===== src/core/fhm_pkg.sv =====
package fhm_pkg;

  // Clock and hour prescaler
  localparam int unsigned CLK_HZ          = 40000000;
  localparam int unsigned HOUR_SECONDS    = 3600;
  localparam longint unsigned HOUR_CYCLES = longint'(CLK_HZ) * longint'(HOUR_SECONDS);

  // Hour counters: 0..65536 needs 17 bits; beyond 65536 power-on and run hours wrap to zero, hours between faults hold at 65536
  localparam int unsigned HOURS_W         = 17;
  localparam logic [16:0] HOURS_MAX       = 17'h10000;

  // Register byte offsets (one aligned word each)
  localparam logic [7:0] REG_FAULT_CUR    = 8'h00;
  localparam logic [7:0] REG_FAULT_PREV   = 8'h04;
  localparam logic [7:0] REG_FAULT_TWO    = 8'h08;
  localparam logic [7:0] REG_FAULT_THREE  = 8'h0c;
  localparam logic [7:0] REG_HRS_BETWEEN  = 8'h10;
  localparam logic [7:0] REG_CAP_FCMD     = 8'h14;
  localparam logic [7:0] REG_CAP_FOUT     = 8'h18;
  localparam logic [7:0] REG_CAP_CURR     = 8'h1c;
  localparam logic [7:0] REG_CAP_VOLT     = 8'h20;
  localparam logic [7:0] REG_CAP_BUS      = 8'h24;
  localparam logic [7:0] REG_CAP_PINS     = 8'h28;
  localparam logic [7:0] REG_PWR_HRS      = 8'h2c;
  localparam logic [7:0] REG_RUN_HRS      = 8'h30;
  localparam logic [7:0] REG_FW_VER       = 8'h34;
  localparam logic [7:0] REG_MOTOR_SPEED  = 8'h38;
  localparam logic [7:0] REG_AO_CTRL      = 8'h3c;
  localparam logic [7:0] REG_AO_VALUES    = 8'h40;
  localparam logic [7:0] REG_LOOP_MON     = 8'h44;
  localparam logic [7:0] REG_IRQ_STATUS   = 8'h48;
  localparam logic [7:0] REG_IRQ_MASK     = 8'h4c;
  localparam logic [7:0] REG_LIVE_PINS    = 8'h50;

  // Field positions
  localparam int unsigned CAP_IN_POS      = 0;
  localparam int unsigned CAP_OUT_POS     = 8;
  localparam int unsigned AO_A_SRC_POS    = 0;
  localparam int unsigned AO_B_SRC_POS    = 8;
  localparam int unsigned AO_A_GAIN_POS   = 16;
  localparam int unsigned AO_B_GAIN_POS   = 24;
  localparam int unsigned AO_B_VAL_POS    = 16;
  localparam int unsigned IRQ_FAULT_BIT   = 0;
  localparam int unsigned IRQ_CLEAR_BIT   = 1;
  localparam int unsigned IRQ_HOUR_BIT    = 2;

  // Reset values
  localparam logic [7:0]  AO_SRC_RESET    = 8'h01;
  localparam logic [7:0]  AO_GAIN_RESET   = 8'h64;
  localparam logic [2:0]  IRQ_MASK_RESET  = 3'h0;

  // Analog output source selector codes
  localparam logic [7:0] SRC_FREQ_CMD     = 8'h01;
  localparam logic [7:0] SRC_OUT_FREQ     = 8'h02;
  localparam logic [7:0] SRC_OUT_CURR     = 8'h03;
  localparam logic [7:0] SRC_OUT_VOLT     = 8'h04;
  localparam logic [7:0] SRC_VOLT_IN      = 8'h05;
  localparam logic [7:0] SRC_CURR_IN      = 8'h06;
  localparam logic [7:0] SRC_AUX_IN       = 8'h07;
  localparam logic [7:0] SRC_SPD_FB       = 8'h08;
  localparam logic [7:0] SRC_SPD_COMP     = 8'h09;
  localparam logic [7:0] SRC_LOOP_IN      = 8'h0a;
  localparam logic [7:0] SRC_LOOP_OUT     = 8'h0b;

  // Output scaling: 1000 = 100.0 % = 10 V full scale; gain in percent
  localparam logic [15:0] FULL_SCALE      = 16'h03e8;
  localparam logic [7:0]  GAIN_UNITY      = 8'h64;

  // Firmware version (arbitrary value)
  localparam logic [15:0] FW_VERSION      = 16'h0001;

  // Drive operating values
  typedef struct packed {
    logic [15:0] freq_cmd;     // 0.01 Hz
    logic [15:0] out_freq;     // 0.01 Hz
    logic [15:0] out_current;  // 0.1 A
    logic [15:0] out_voltage;  // 0.1 V
    logic [15:0] bus_voltage;  // 0.1 V
    logic [7:0]  in_pins;      // 1 = closed
    logic [7:0]  out_pins;     // 1 = closed
  } fhm_drive_s;

  // Monitored analog quantities, 0.1 % units
  typedef struct packed {
    logic [15:0] voltage_input;
    logic [15:0] current_input;
    logic [15:0] aux_input;
    logic [15:0] speed_fb;
    logic [15:0] speed_comp;
    logic [15:0] loop_in;
    logic [15:0] loop_out;
    logic [15:0] loop_feedback;
    logic [15:0] loop_target;
  } fhm_analog_s;

endpackage


===== src/core/fhm_monitor.sv =====
`timescale 1ns/1ps
`default_nettype none

module fhm_monitor #(
  parameter longint unsigned HOUR_CYCLES = fhm_pkg::HOUR_CYCLES
) (
  input  wire logic                clk_i,          // System clock, 40 MHz
  input  wire logic                rst_i,          // Synchronous reset, active high
  input  wire logic [31:0]         wb_adr_i,       // Wishbone address
  input  wire logic [31:0]         wb_dat_i,       // Wishbone write data
  input  wire logic [3:0]          wb_sel_i,       // Wishbone byte selects
  input  wire logic                wb_we_i,        // Wishbone write enable
  input  wire logic                wb_cyc_i,       // Wishbone cycle
  input  wire logic                wb_stb_i,       // Wishbone strobe
  output logic [31:0]              wb_dat_o,       // Wishbone read data
  output logic                     wb_ack_o,       // Wishbone acknowledge
  output logic                     irq_o,          // Level interrupt
  input  wire logic                fault_i,        // New fault event pulse
  input  wire logic [7:0]          fault_code_i,   // Code of the new fault
  input  wire logic                fault_reset_i,  // Fault reset pulse
  input  wire logic                run_i,          // Run command active
  input  wire logic                loop_enable_i,  // Closed-loop control enabled
  input  wire logic                encoder_fb_i,   // Encoder speed feedback configured
  input  wire logic [15:0]         motor_rpm_i,    // Motor speed, 1 rpm
  input  wire fhm_pkg::fhm_drive_s drive_i,        // Live drive values
  input  wire fhm_pkg::fhm_analog_s analog_i,      // Live analog monitors
  output logic [15:0]              analog_out_a_o, // Analog output A, 1000 = 10 V
  output logic [15:0]              analog_out_b_o  // Analog output B, 1000 = 10 V
);

  function automatic logic [16:0] hour_step(input logic [16:0] v);
    hour_step = (v >= fhm_pkg::HOURS_MAX) ? 17'h00000 : v + 17'h00001;
  endfunction

  function automatic logic [15:0] scale_out(input logic [15:0] src, input logic [7:0] gain);
    logic [23:0] prod;
    logic [23:0] q;
    prod = src * gain;
    q    = prod / {16'h0000, fhm_pkg::GAIN_UNITY};
    scale_out = (q > {8'h00, fhm_pkg::FULL_SCALE}) ? fhm_pkg::FULL_SCALE : q[15:0];
  endfunction

  function automatic logic [15:0] pick_src(input logic [7:0] sel,
                                          input fhm_pkg::fhm_drive_s d,
                                          input fhm_pkg::fhm_analog_s a,
                                          input logic loop_on);
    pick_src = 16'h0000;
    if (sel == fhm_pkg::SRC_FREQ_CMD) begin
      pick_src = d.freq_cmd;
    end else if (sel == fhm_pkg::SRC_OUT_FREQ) begin
      pick_src = d.out_freq;
    end else if (sel == fhm_pkg::SRC_OUT_CURR) begin
      pick_src = d.out_current;
    end else if (sel == fhm_pkg::SRC_OUT_VOLT) begin
      pick_src = d.out_voltage;
    end else if (sel == fhm_pkg::SRC_VOLT_IN) begin
      pick_src = loop_on ? a.loop_feedback : a.voltage_input;
    end else if (sel == fhm_pkg::SRC_CURR_IN) begin
      pick_src = loop_on ? a.loop_feedback : a.current_input;
    end else if (sel == fhm_pkg::SRC_AUX_IN) begin
      pick_src = loop_on ? a.loop_target : a.aux_input;
    end else if (sel == fhm_pkg::SRC_SPD_FB) begin
      pick_src = a.speed_fb;
    end else if (sel == fhm_pkg::SRC_SPD_COMP) begin
      pick_src = a.speed_comp;
    end else if (sel == fhm_pkg::SRC_LOOP_IN) begin
      pick_src = a.loop_in;
    end else if (sel == fhm_pkg::SRC_LOOP_OUT) begin
      pick_src = a.loop_out;
    end
  endfunction

  // Hour prescaler and counters
  logic [47:0] presc;
  logic [47:0] next_presc;
  logic        hour_tick;
  logic        next_hour_tick;
  logic [16:0] hrs_between;
  logic [16:0] next_hrs_between;
  logic [16:0] pwr_hrs;
  logic [16:0] next_pwr_hrs;
  logic [16:0] run_hrs;
  logic [16:0] next_run_hrs;

  always_comb begin
    next_presc     = presc + 48'h000000000001;
    next_hour_tick = 1'b0;
    if (presc >= HOUR_CYCLES[47:0] - 48'h000000000001) begin
      next_presc     = 48'h000000000000;
      next_hour_tick = 1'b1;
    end
  end

  always_comb begin
    next_hrs_between = hrs_between;
    next_pwr_hrs     = pwr_hrs;
    next_run_hrs     = run_hrs;
    if (hour_tick && hrs_between < fhm_pkg::HOURS_MAX) begin
      next_hrs_between = hrs_between + 17'h00001;
    end
    if (fault_reset_i) begin
      next_hrs_between = 17'h00000;
    end
    if (hour_tick) begin
      next_pwr_hrs = hour_step(pwr_hrs);
    end
    if (hour_tick && run_i) begin
      next_run_hrs = hour_step(run_hrs);
    end
  end

  always_ff @(posedge clk_i) begin
    if (rst_i) begin
      presc       <= 48'h000000000000;
      hour_tick   <= 1'b0;
      hrs_between <= 17'h00000;
      pwr_hrs     <= 17'h00000;
      run_hrs     <= 17'h00000;
    end else begin
      presc       <= next_presc;
      hour_tick   <= next_hour_tick;
      hrs_between <= next_hrs_between;
      pwr_hrs     <= next_pwr_hrs;
      run_hrs     <= next_run_hrs;
    end
  end

  // Fault history and capture
  logic [7:0]          slot [4];
  logic [7:0]          next_slot [4];
  fhm_pkg::fhm_drive_s cap;
  fhm_pkg::fhm_drive_s next_cap;
  logic                loop_mon_clr;
  logic                next_loop_mon_clr;

  always_comb begin
    next_slot         = slot;
    next_cap          = cap;
    next_loop_mon_clr = loop_mon_clr;
    if (fault_reset_i) begin
      for (int i = 0; i < 4; i++) begin
        next_slot[i] = 8'h00;
      end
      next_cap          = '0;
      next_loop_mon_clr = 1'b1;
    end else if (fault_i) begin
      next_slot[3] = slot[2];
      next_slot[2] = slot[1];
      next_slot[1] = slot[0];
      next_slot[0] = fault_code_i;
      next_cap          = drive_i;
      next_loop_mon_clr = 1'b0;
    end
  end

  always_ff @(posedge clk_i) begin
    if (rst_i) begin
      for (int i = 0; i < 4; i++) begin
        slot[i] <= 8'h00;
      end
      cap          <= '0;
      loop_mon_clr <= 1'b0;
    end else begin
      slot         <= next_slot;
      cap          <= next_cap;
      loop_mon_clr <= next_loop_mon_clr;
    end
  end

  // Configuration, interrupts and bus
  logic [7:0]  ao_a_src;
  logic [7:0]  next_ao_a_src;
  logic [7:0]  ao_b_src;
  logic [7:0]  next_ao_b_src;
  logic [7:0]  ao_a_gain;
  logic [7:0]  next_ao_a_gain;
  logic [7:0]  ao_b_gain;
  logic [7:0]  next_ao_b_gain;
  logic [2:0]  irq_stat;
  logic [2:0]  next_irq_stat;
  logic [2:0]  irq_mask;
  logic [2:0]  next_irq_mask;
  logic [31:0] next_dat;
  logic        next_ack;
  logic        next_irq;
  logic [15:0] next_ao_a;
  logic [15:0] next_ao_b;
  logic        wr;
  logic [7:0]  adr;
  logic [31:0] rd;
  logic [15:0] lm_in;
  logic [15:0] lm_out;

  assign wr     = wb_cyc_i && wb_stb_i && wb_we_i && !wb_ack_o;
  assign adr    = wb_adr_i[7:0];
  assign lm_in  = loop_mon_clr ? 16'h0000 : analog_i.loop_in;
  assign lm_out = loop_mon_clr ? 16'h0000 : analog_i.loop_out;

  always_comb begin
    rd = 32'h00000000;
    if (adr == fhm_pkg::REG_FAULT_CUR) begin
      rd = {24'h000000, slot[0]};
    end else if (adr == fhm_pkg::REG_FAULT_PREV) begin
      rd = {24'h000000, slot[1]};
    end else if (adr == fhm_pkg::REG_FAULT_TWO) begin
      rd = {24'h000000, slot[2]};
    end else if (adr == fhm_pkg::REG_FAULT_THREE) begin
      rd = {24'h000000, slot[3]};
    end else if (adr == fhm_pkg::REG_HRS_BETWEEN) begin
      rd = {15'h0000, hrs_between};
    end else if (adr == fhm_pkg::REG_CAP_FCMD) begin
      rd = {16'h0000, cap.freq_cmd};
    end else if (adr == fhm_pkg::REG_CAP_FOUT) begin
      rd = {16'h0000, cap.out_freq};
    end else if (adr == fhm_pkg::REG_CAP_CURR) begin
      rd = {16'h0000, cap.out_current};
    end else if (adr == fhm_pkg::REG_CAP_VOLT) begin
      rd = {16'h0000, cap.out_voltage};
    end else if (adr == fhm_pkg::REG_CAP_BUS) begin
      rd = {16'h0000, cap.bus_voltage};
    end else if (adr == fhm_pkg::REG_CAP_PINS) begin
      rd = {16'h0000, cap.out_pins, cap.in_pins};
    end else if (adr == fhm_pkg::REG_PWR_HRS) begin
      rd = {15'h0000, pwr_hrs};
    end else if (adr == fhm_pkg::REG_RUN_HRS) begin
      rd = {15'h0000, run_hrs};
    end else if (adr == fhm_pkg::REG_FW_VER) begin
      rd = {16'h0000, fhm_pkg::FW_VERSION};
    end else if (adr == fhm_pkg::REG_MOTOR_SPEED) begin
      rd = {16'h0000, encoder_fb_i ? motor_rpm_i : 16'h0000};
    end else if (adr == fhm_pkg::REG_AO_CTRL) begin
      rd = {ao_b_gain, ao_a_gain, ao_b_src, ao_a_src};
    end else if (adr == fhm_pkg::REG_AO_VALUES) begin
      rd = {analog_out_b_o, analog_out_a_o};
    end else if (adr == fhm_pkg::REG_LOOP_MON) begin
      rd = {lm_out, lm_in};
    end else if (adr == fhm_pkg::REG_IRQ_STATUS) begin
      rd = {29'h00000000, irq_stat};
    end else if (adr == fhm_pkg::REG_IRQ_MASK) begin
      rd = {29'h00000000, irq_mask};
    end else if (adr == fhm_pkg::REG_LIVE_PINS) begin
      rd = {16'h0000, drive_i.out_pins, drive_i.in_pins};
    end
  end

  always_comb begin
    next_ao_a_src  = ao_a_src;
    next_ao_b_src  = ao_b_src;
    next_ao_a_gain = ao_a_gain;
    next_ao_b_gain = ao_b_gain;
    next_irq_mask  = irq_mask;
    next_irq_stat  = irq_stat;
    if (wr && adr == fhm_pkg::REG_AO_CTRL) begin
      if (wb_sel_i[0]) next_ao_a_src = wb_dat_i[fhm_pkg::AO_A_SRC_POS +: 8];
      if (wb_sel_i[1]) next_ao_b_src = wb_dat_i[fhm_pkg::AO_B_SRC_POS +: 8];
      if (wb_sel_i[2]) next_ao_a_gain = wb_dat_i[fhm_pkg::AO_A_GAIN_POS +: 8];
      if (wb_sel_i[3]) next_ao_b_gain = wb_dat_i[fhm_pkg::AO_B_GAIN_POS +: 8];
    end
    if (wr && adr == fhm_pkg::REG_IRQ_MASK && wb_sel_i[0]) begin
      next_irq_mask = wb_dat_i[2:0];
    end
    if (wr && adr == fhm_pkg::REG_IRQ_STATUS && wb_sel_i[0]) begin
      next_irq_stat = irq_stat & ~wb_dat_i[2:0];
    end
    // Events set after the clear so a same-cycle event survives
    if (fault_i) next_irq_stat[fhm_pkg::IRQ_FAULT_BIT] = 1'b1;
    if (fault_reset_i) next_irq_stat[fhm_pkg::IRQ_CLEAR_BIT] = 1'b1;
    if (hour_tick) next_irq_stat[fhm_pkg::IRQ_HOUR_BIT] = 1'b1;
    next_irq = |(next_irq_stat & next_irq_mask);
    next_ack = wb_cyc_i && wb_stb_i && !wb_ack_o;
    next_dat = next_ack ? rd : 32'h00000000;
    next_ao_a = scale_out(pick_src(ao_a_src, drive_i, analog_i, loop_enable_i), ao_a_gain);
    next_ao_b = scale_out(pick_src(ao_b_src, drive_i, analog_i, loop_enable_i), ao_b_gain);
  end

  always_ff @(posedge clk_i) begin
    if (rst_i) begin
      ao_a_src       <= fhm_pkg::AO_SRC_RESET;
      ao_b_src       <= fhm_pkg::AO_SRC_RESET;
      ao_a_gain      <= fhm_pkg::AO_GAIN_RESET;
      ao_b_gain      <= fhm_pkg::AO_GAIN_RESET;
      irq_stat       <= 3'h0;
      irq_mask       <= fhm_pkg::IRQ_MASK_RESET;
      irq_o          <= 1'b0;
      wb_ack_o       <= 1'b0;
      wb_dat_o       <= 32'h00000000;
      analog_out_a_o <= 16'h0000;
      analog_out_b_o <= 16'h0000;
    end else begin
      ao_a_src       <= next_ao_a_src;
      ao_b_src       <= next_ao_b_src;
      ao_a_gain      <= next_ao_a_gain;
      ao_b_gain      <= next_ao_b_gain;
      irq_stat       <= next_irq_stat;
      irq_mask       <= next_irq_mask;
      irq_o          <= next_irq;
      wb_ack_o       <= next_ack;
      wb_dat_o       <= next_dat;
      analog_out_a_o <= next_ao_a;
      analog_out_b_o <= next_ao_b;
    end
  end

endmodule

`default_nettype wire


===== config.mk =====
export PLATFORM = sky130hd
export DESIGN_NAME = fhm_monitor
export DESIGN_NICKNAME = d
export VERILOG_FILES = /design/src/core/fhm_pkg.sv /design/src/core/fhm_monitor.sv
export SDC_FILE = /design/constraint.sdc
export NUM_CORES = 2
export LEC_CHECK = 0
export BUFFER_PORTS_ARGS = -buffer_cell sky130_fd_sc_hd__buf_2
export CORE_MARGIN = 4
export CORE_UTILIZATION = 35
export CTS_CLUSTER_SIZE = 14
export DETAILED_ROUTE_END_ITERATION = 10
export GPL_ROUTABILITY_DRIVEN = 0
export PLACE_DENSITY = 0.63
export SLEW_MARGIN = 15
export SYNTH_ARGS = -nofsm -noshare
export SYNTH_HDL_FRONTEND = slang
export SYNTH_SLANG_ARGS = --single-unit

===== constraint.sdc =====
create_clock -name clk_i -period 24.9 [get_ports clk_i]
set_clock_uncertainty 0.1 [all_clocks]
set_input_delay 1.245 -clock clk_i [delete_from_list [all_inputs] [get_ports clk_i]]
set_output_delay 1.245 -clock clk_i [all_outputs]
set_load 0.1 [all_outputs]

Word level (Yosys, flattened, before mapping) --
Index checks and enable logic that the tools add are counted.
Cells by class: add/sub/neg operators 4, multipliers 2, divide/modulo/power cells 2, magnitude comparators 6, equality and inequality tests 42, muxes and demuxes 61, bitwise gates (word level) 4, reduce and logical (&&, ||, !) cells 26
Operators with widths (number):
- $mux 16 | 31
- $mux 17 | 13
- $mux 32 | 3
- $eq 8x4->1 const B | 10
- $eq 8x3->1 const B | 9
- $eq 8x6->1 const B | 8
- $add 17x1->17 const B | 3
- $add 48x1->48 const B | 1
- $div 24x7->24 const B | 2
- $ge 48x38->1 const B | 1
- $gt 24x10->1 const B | 2
- $mul 16x8->24 | 2
- $eq 8x7->1 const B | 5
- $ge 17x17->1 const B | 2
- $eq 8x2->1 const B | 4
- $eq 8x5->1 const B | 4
- $mux 8 | 4
- $mux 10 | 2
- $lt 17x17->1 const B | 1
- $reduce_or 17->1 | 1
- $eq 8x1->1 const B | 2
- $logic_and 1x1->1 | 11
- $reduce_or 2->1 | 5
- $logic_not 8->1 | 1
- 10 further kinds | 20
Storage, ports and cells: flip-flop bits (word level) 333, bits of input ports 342, output and inout port bits 66, word-level logic and storage cells 179

Logic depth before layout (Yosys ltp) --
depth after elaboration 22, depth in mapped cells 77, mapped depth without buffers 65

Worst setup path before layout --
Ideal clock, no wire load.
path type input -> register, from in loop_enable_i, to reg analog_out_b_o[0], library setup time 79 ps, arrival 16875 ps, data required time 24721 ps, setup slack 7846 ps, cell stages on the path 68, buffers on the path 9, cell sequence clkbuf_1 -> buf_1 -> clkbuf_1 -> buf_1 -> o21ai_0 -> a221oi_1 -> a21oi_1 -> a21oi_1 -> nand2_1 -> o21ai_1 -> nor2_1 -> fa_1 -> inv_1 -> fa_1 -> inv_1 -> fa_1 -> inv_1 -> fa_1 -> (+32 left out) -> o22a_2 -> buf_6 -> xnor2_1 -> a311oi_1 -> xor3_1 -> a311o_1 -> a21oi_2 -> a2111oi_0 -> or3b_1 -> buf_2 -> and3_1 -> and2_0 -> a2111oi_1 -> o21ai_1 -> o32ai_2 -> a21oi_1 -> a211o_1 -> a211oi_2
On the way: word-level cells in the longest chain between the ends 12, elaborated cells on any way between the ends 14, classes of those cells mul (1); div (1); order compare (1); mux (10); reduce/logical (1)
RTL lines:
- from (decl) | RTL line fhm_monitor.sv:22 | input wire logic loop_enable_i,
- $mux 16 | RTL line fhm_monitor.sv:61 | pick_src = loop_on ? a.loop_target : a.aux_input;
- $mux 16 | RTL line fhm_monitor.sv:60 | end else if (sel == fhm_pkg::SRC_AUX_IN) begin
- $mux 16 | RTL line fhm_monitor.sv:58 | end else if (sel == fhm_pkg::SRC_CURR_IN) begin
- $mux 16 (*) | RTL line fhm_monitor.sv:56 | end else if (sel == fhm_pkg::SRC_VOLT_IN) begin
- $mux 16 (*) | RTL line fhm_monitor.sv:54 | end else if (sel == fhm_pkg::SRC_OUT_VOLT) begin
- $mux 16 (*) | RTL line fhm_monitor.sv:52 | end else if (sel == fhm_pkg::SRC_OUT_CURR) begin
- $mux 16 (*) | RTL line fhm_monitor.sv:50 | end else if (sel == fhm_pkg::SRC_OUT_FREQ) begin
- $mux 16 (*) | RTL line fhm_monitor.sv:48 | if (sel == fhm_pkg::SRC_FREQ_CMD) begin
- $mul 16x8->24 (*) | RTL line fhm_monitor.sv:38 | prod = src * gain;
- $div 24x7->24 (*) | RTL line fhm_monitor.sv:39 | q = prod / {16'h0000, fhm_pkg::GAIN_UNITY};
- $gt 24x10->1 | RTL line fhm_monitor.sv:40 | scale_out = (q > {8'h00, fhm_pkg::FULL_SCALE}) ? fhm_pkg::FULL_SCALE : q[15:0];
- $reduce_or 2->1 (no line)
- to (signal assigned) | RTL line fhm_monitor.sv:300 | analog_out_b_o <= next_ao_b;
- to (decl) | RTL line fhm_monitor.sv:28 | output logic [15:0] analog_out_b_o
Every way passes the cells marked *; elsewhere a longest branch is shown, timed or not. A chain may end at the register's enable or synchronous reset.

Worst setup path after layout --
from reg ao_b_src[5], to reg analog_out_b_o[9]
On the way: word-level cells in the longest chain between the ends 16, elaborated cells on any way between the ends 26, classes of those cells mul (1); div (1); order compare (1); eq/ne (11); mux (12)
RTL lines:
- from (decl) | RTL line fhm_monitor.sv:173 | logic [7:0] ao_b_src;
- from (signal assigned) | RTL line fhm_monitor.sv:279 | ao_b_src <= fhm_pkg::AO_SRC_RESET;
- from (signal assigned) | RTL line fhm_monitor.sv:291 | ao_b_src <= next_ao_b_src;
- $eq 8x4->1 | RTL line fhm_monitor.sv:68 | end else if (sel == fhm_pkg::SRC_LOOP_OUT) begin
- $mux 16 | RTL line fhm_monitor.sv:68
- $mux 16 | RTL line fhm_monitor.sv:66 | end else if (sel == fhm_pkg::SRC_LOOP_IN) begin
- $mux 16 | RTL line fhm_monitor.sv:64 | end else if (sel == fhm_pkg::SRC_SPD_COMP) begin
- $mux 16 | RTL line fhm_monitor.sv:62 | end else if (sel == fhm_pkg::SRC_SPD_FB) begin
- $mux 16 | RTL line fhm_monitor.sv:60
- $mux 16 | RTL line fhm_monitor.sv:58
- $mux 16 | RTL line fhm_monitor.sv:56
- $mux 16 | RTL line fhm_monitor.sv:54
- $mux 16 | RTL line fhm_monitor.sv:52
- $mux 16 | RTL line fhm_monitor.sv:50
- $mux 16 (*) | RTL line fhm_monitor.sv:48
- $mul 16x8->24 (*) | RTL line fhm_monitor.sv:38
- $div 24x7->24 (*) | RTL line fhm_monitor.sv:39
- $gt 24x10->1 | RTL line fhm_monitor.sv:40
- $mux 10 (*) | RTL line fhm_monitor.sv:40
Marks and branches as above.

==> impl_metrics.json <==
{
  "synth_cell_types": 137,
  "synth_top_cell_by_area": "dfxtp_1",
  "crit_fanout": 16,
  "drv_slew": 0,
  "drtPass1Iterations": 9,
  "fp.dieW_um": 316.5,
  "synthArstFlopShare_pct": 0,
  "status": "complete, no violations",
  "die-area_um2": 100100,
  "antenna_found_initial": 31,
  "worstMarginPinSlew_ns": 1.174,
  "timing.hold.ws_ns": 0.3710,
  "synth_top_family_by_area": "compound AO/OA/AOI/OAI gates",
  "highest_layer": "met5",
  "post-route-period-util_pct": 82.71,
  "cp.arrival_ns": 20.91,
  "ys_seq_area_share_pct": 20.02,
  "yosys-top-cells-area": "dfxtp_1 (20%), fa_1 (10%), nor2_1 (5.6%), mux2i_1 (5.4%), nand2_1 (4.3%)",
  "grt_pass1_vias": 31540,
  "synth_edf_count": 0,
  "overflow": 0,
  "clk_pin_slew_ns": 0.06,
  "rsz0062_at_grt": "no",
  "worst_path_most_repeated_cell": "a21oi_1",
  "ant_nets": 0,
  "ys_ff_latch": 333,
  "path_delay_family": "compound AO/OA/AOI/OAI gates",
  "slew_headroom_pct": 20.88,
  "start_kind": "flip-flop",
  "drc": 0,
  "drt_first_iter_violations": 4010,
  "tns_ns": 0,
  "cts_resized": 0,
  "grt_use_total_pct": 25.80,
  "end_kind": "flip-flop",
  "root_buffer": "clkbuf_16",
  "portBuffers": 383,
  "synth-main-ff-cell": "dfxtp_1",
  "synth_cells": 4184,
  "worstPathRequired_ns": 25.22,
  "synth-xor-area-share_pct": 5.046,
  "ioPinCount": 408,
  "cap_violations": 0,
  "viasPerCell": 5.958,
  "final_cell_area_um2": 37690,
  "post-synth-top-count-cell": "nor2_1",
  "wirelength_um": 135900,
  "numCtsBuffers": 41,
  "cts.repair_timing.setup_buffer_count": 0,
  "worstSetupPathType": "reg2reg",
  "core-area_um2": 93890,
  "insertion_delay_ns": 0.58,
  "final_nets": 5056,
  "vias": 34260,
  "cts_buffer_depth": 3,
  "route.met2.wl_um": 55390,
  "crit_buf_inv": 4,
  "grt_max_degree": 83,
  "setup_viol": 0,
  "cts_tree": "yes",
  "wl_met1_um": 54530,
  "wl_per_cell_um": 23.63,
  "fmax_mhz": 48.56,
  "synth_compound_area_share_pct": 24.85,
  "hold_viol": 0,
  "die_y_um": 316.5,
  "drive_above_1_share_pct": 15.27,
  "avgSynthCellArea_um2": 7.959,
  "synth-warning-count": 0,
  "dpl.hpwl_um": 109000,
  "ctsHoldBuffers": 0,
  "placed_cell_area_um2": 36320,
  "area_delta_synth_final_pct": 13.20,
  "period_needed_ns": 20.59,
  "synth-simple-area-share_pct": 22.51,
  "grt_pass1_wl_um": 198100,
  "clock-sinks": 333,
  "start_util_pct": 35.47,
  "critPathMaxStageDelay_ns": 0.78,
  "seq_area_um2": 6676,
  "synth_top_area_share_pct": 20.02,
  "synthAdderAreaFrac_pct": 13.88,
  "synthMuxAreaShare_pct": 8.458,
  "wl_met3_um": 17460,
  "synthTopCellsByCount": "nor2_1 (493), nand2_1 (385), dfxtp_1 (333)",
  "multi_input_area_um2": 25010,
  "h-tree-depth": 2,
  "critPathSlowestCell": "xor2_1",
  "num_rows": 112,
  "final_util_pct": 40.15,
  "hold_path.class": "reg2reg",
  "nFillCells": 9658,
  "synthesis.area_um2": 33300
}
[metrics by stage]
step                      instances  worst slack, ns
after floorplan                4205            7.846
after global placement         5663            4.708
after detailed placement       5663            4.550
after CTS                      5734            4.863
after global routing           5740            3.032
final                          5751            4.306
[sequential cells by signal (all words and copies together) (netlist names), 16 cells and up]
name	cells
run_hrs	17
presc	48
hrs_between	17
cap	96
analog_out_a_o	16
analog_out_b_o	16
pwr_hrs	17
slot	32
wb_dat_o	32
[layout by cell type, fill, tap and decap left out, types with 149 or more instances in the layout]
master	netlist	layout
inv_1	218	218
nor2_1	493	491
buf_2	25	382
fa_1	168	168
mux2i_1	180	180
a21oi_1	258	258
nand2_1	385	385
dfxtp_1	333	329
and2_1	161	161
nand3_1	149	149
[per-layer routing]
metal  track usage [%]  up-vias
met5                 0        -
met4             13.52       20
met3             9.169      393
met2             37.48     1890
met1             33.56    16250
li1                  -    15710
[tightest hold or removal path: stages, from the launching register on]
cell	delay [ns]
dfxtp_1	0.32
a41oi_1	0.05
nor2_1	0.07
[worst paths after layout]
path	start	to	slack, ns	cells after the start
worst max-delay path	ao_b_src[5]	analog_out_b_o[9]	4.31	63
worst min-delay path	presc[37]	presc[37]	0.37	2
worst max register to register	ao_b_src[5]	analog_out_b_o[9]	4.31	63
worst min register to register	presc[37]	presc[37]	0.37	2
[kinds of logic after synthesis]
logic type               Yosys count
XOR/XNOR                         179
adder cells (fa/ha/maj)          270
other                              1
multiplexers                     239
flip-flops                       333
buffers and inverters            440
AND/OR/NAND/NOR                 1567
AO/OA/AOI/OAI                   1155
[cell type report]
class	count	share of cell area [%]
multi-input combinational	3432	66.35
sequential	333	17.71
timing repair buffer	426	5.958
tap	1254	4.162
clock buffer	59	3.167
inverter	218	2.171
clock inverter	12	0.3684
antenna	17	0.1129
Power is not shown: default switching activity piles up to over one toggle a cycle in this logic, so the estimate is an artifact.
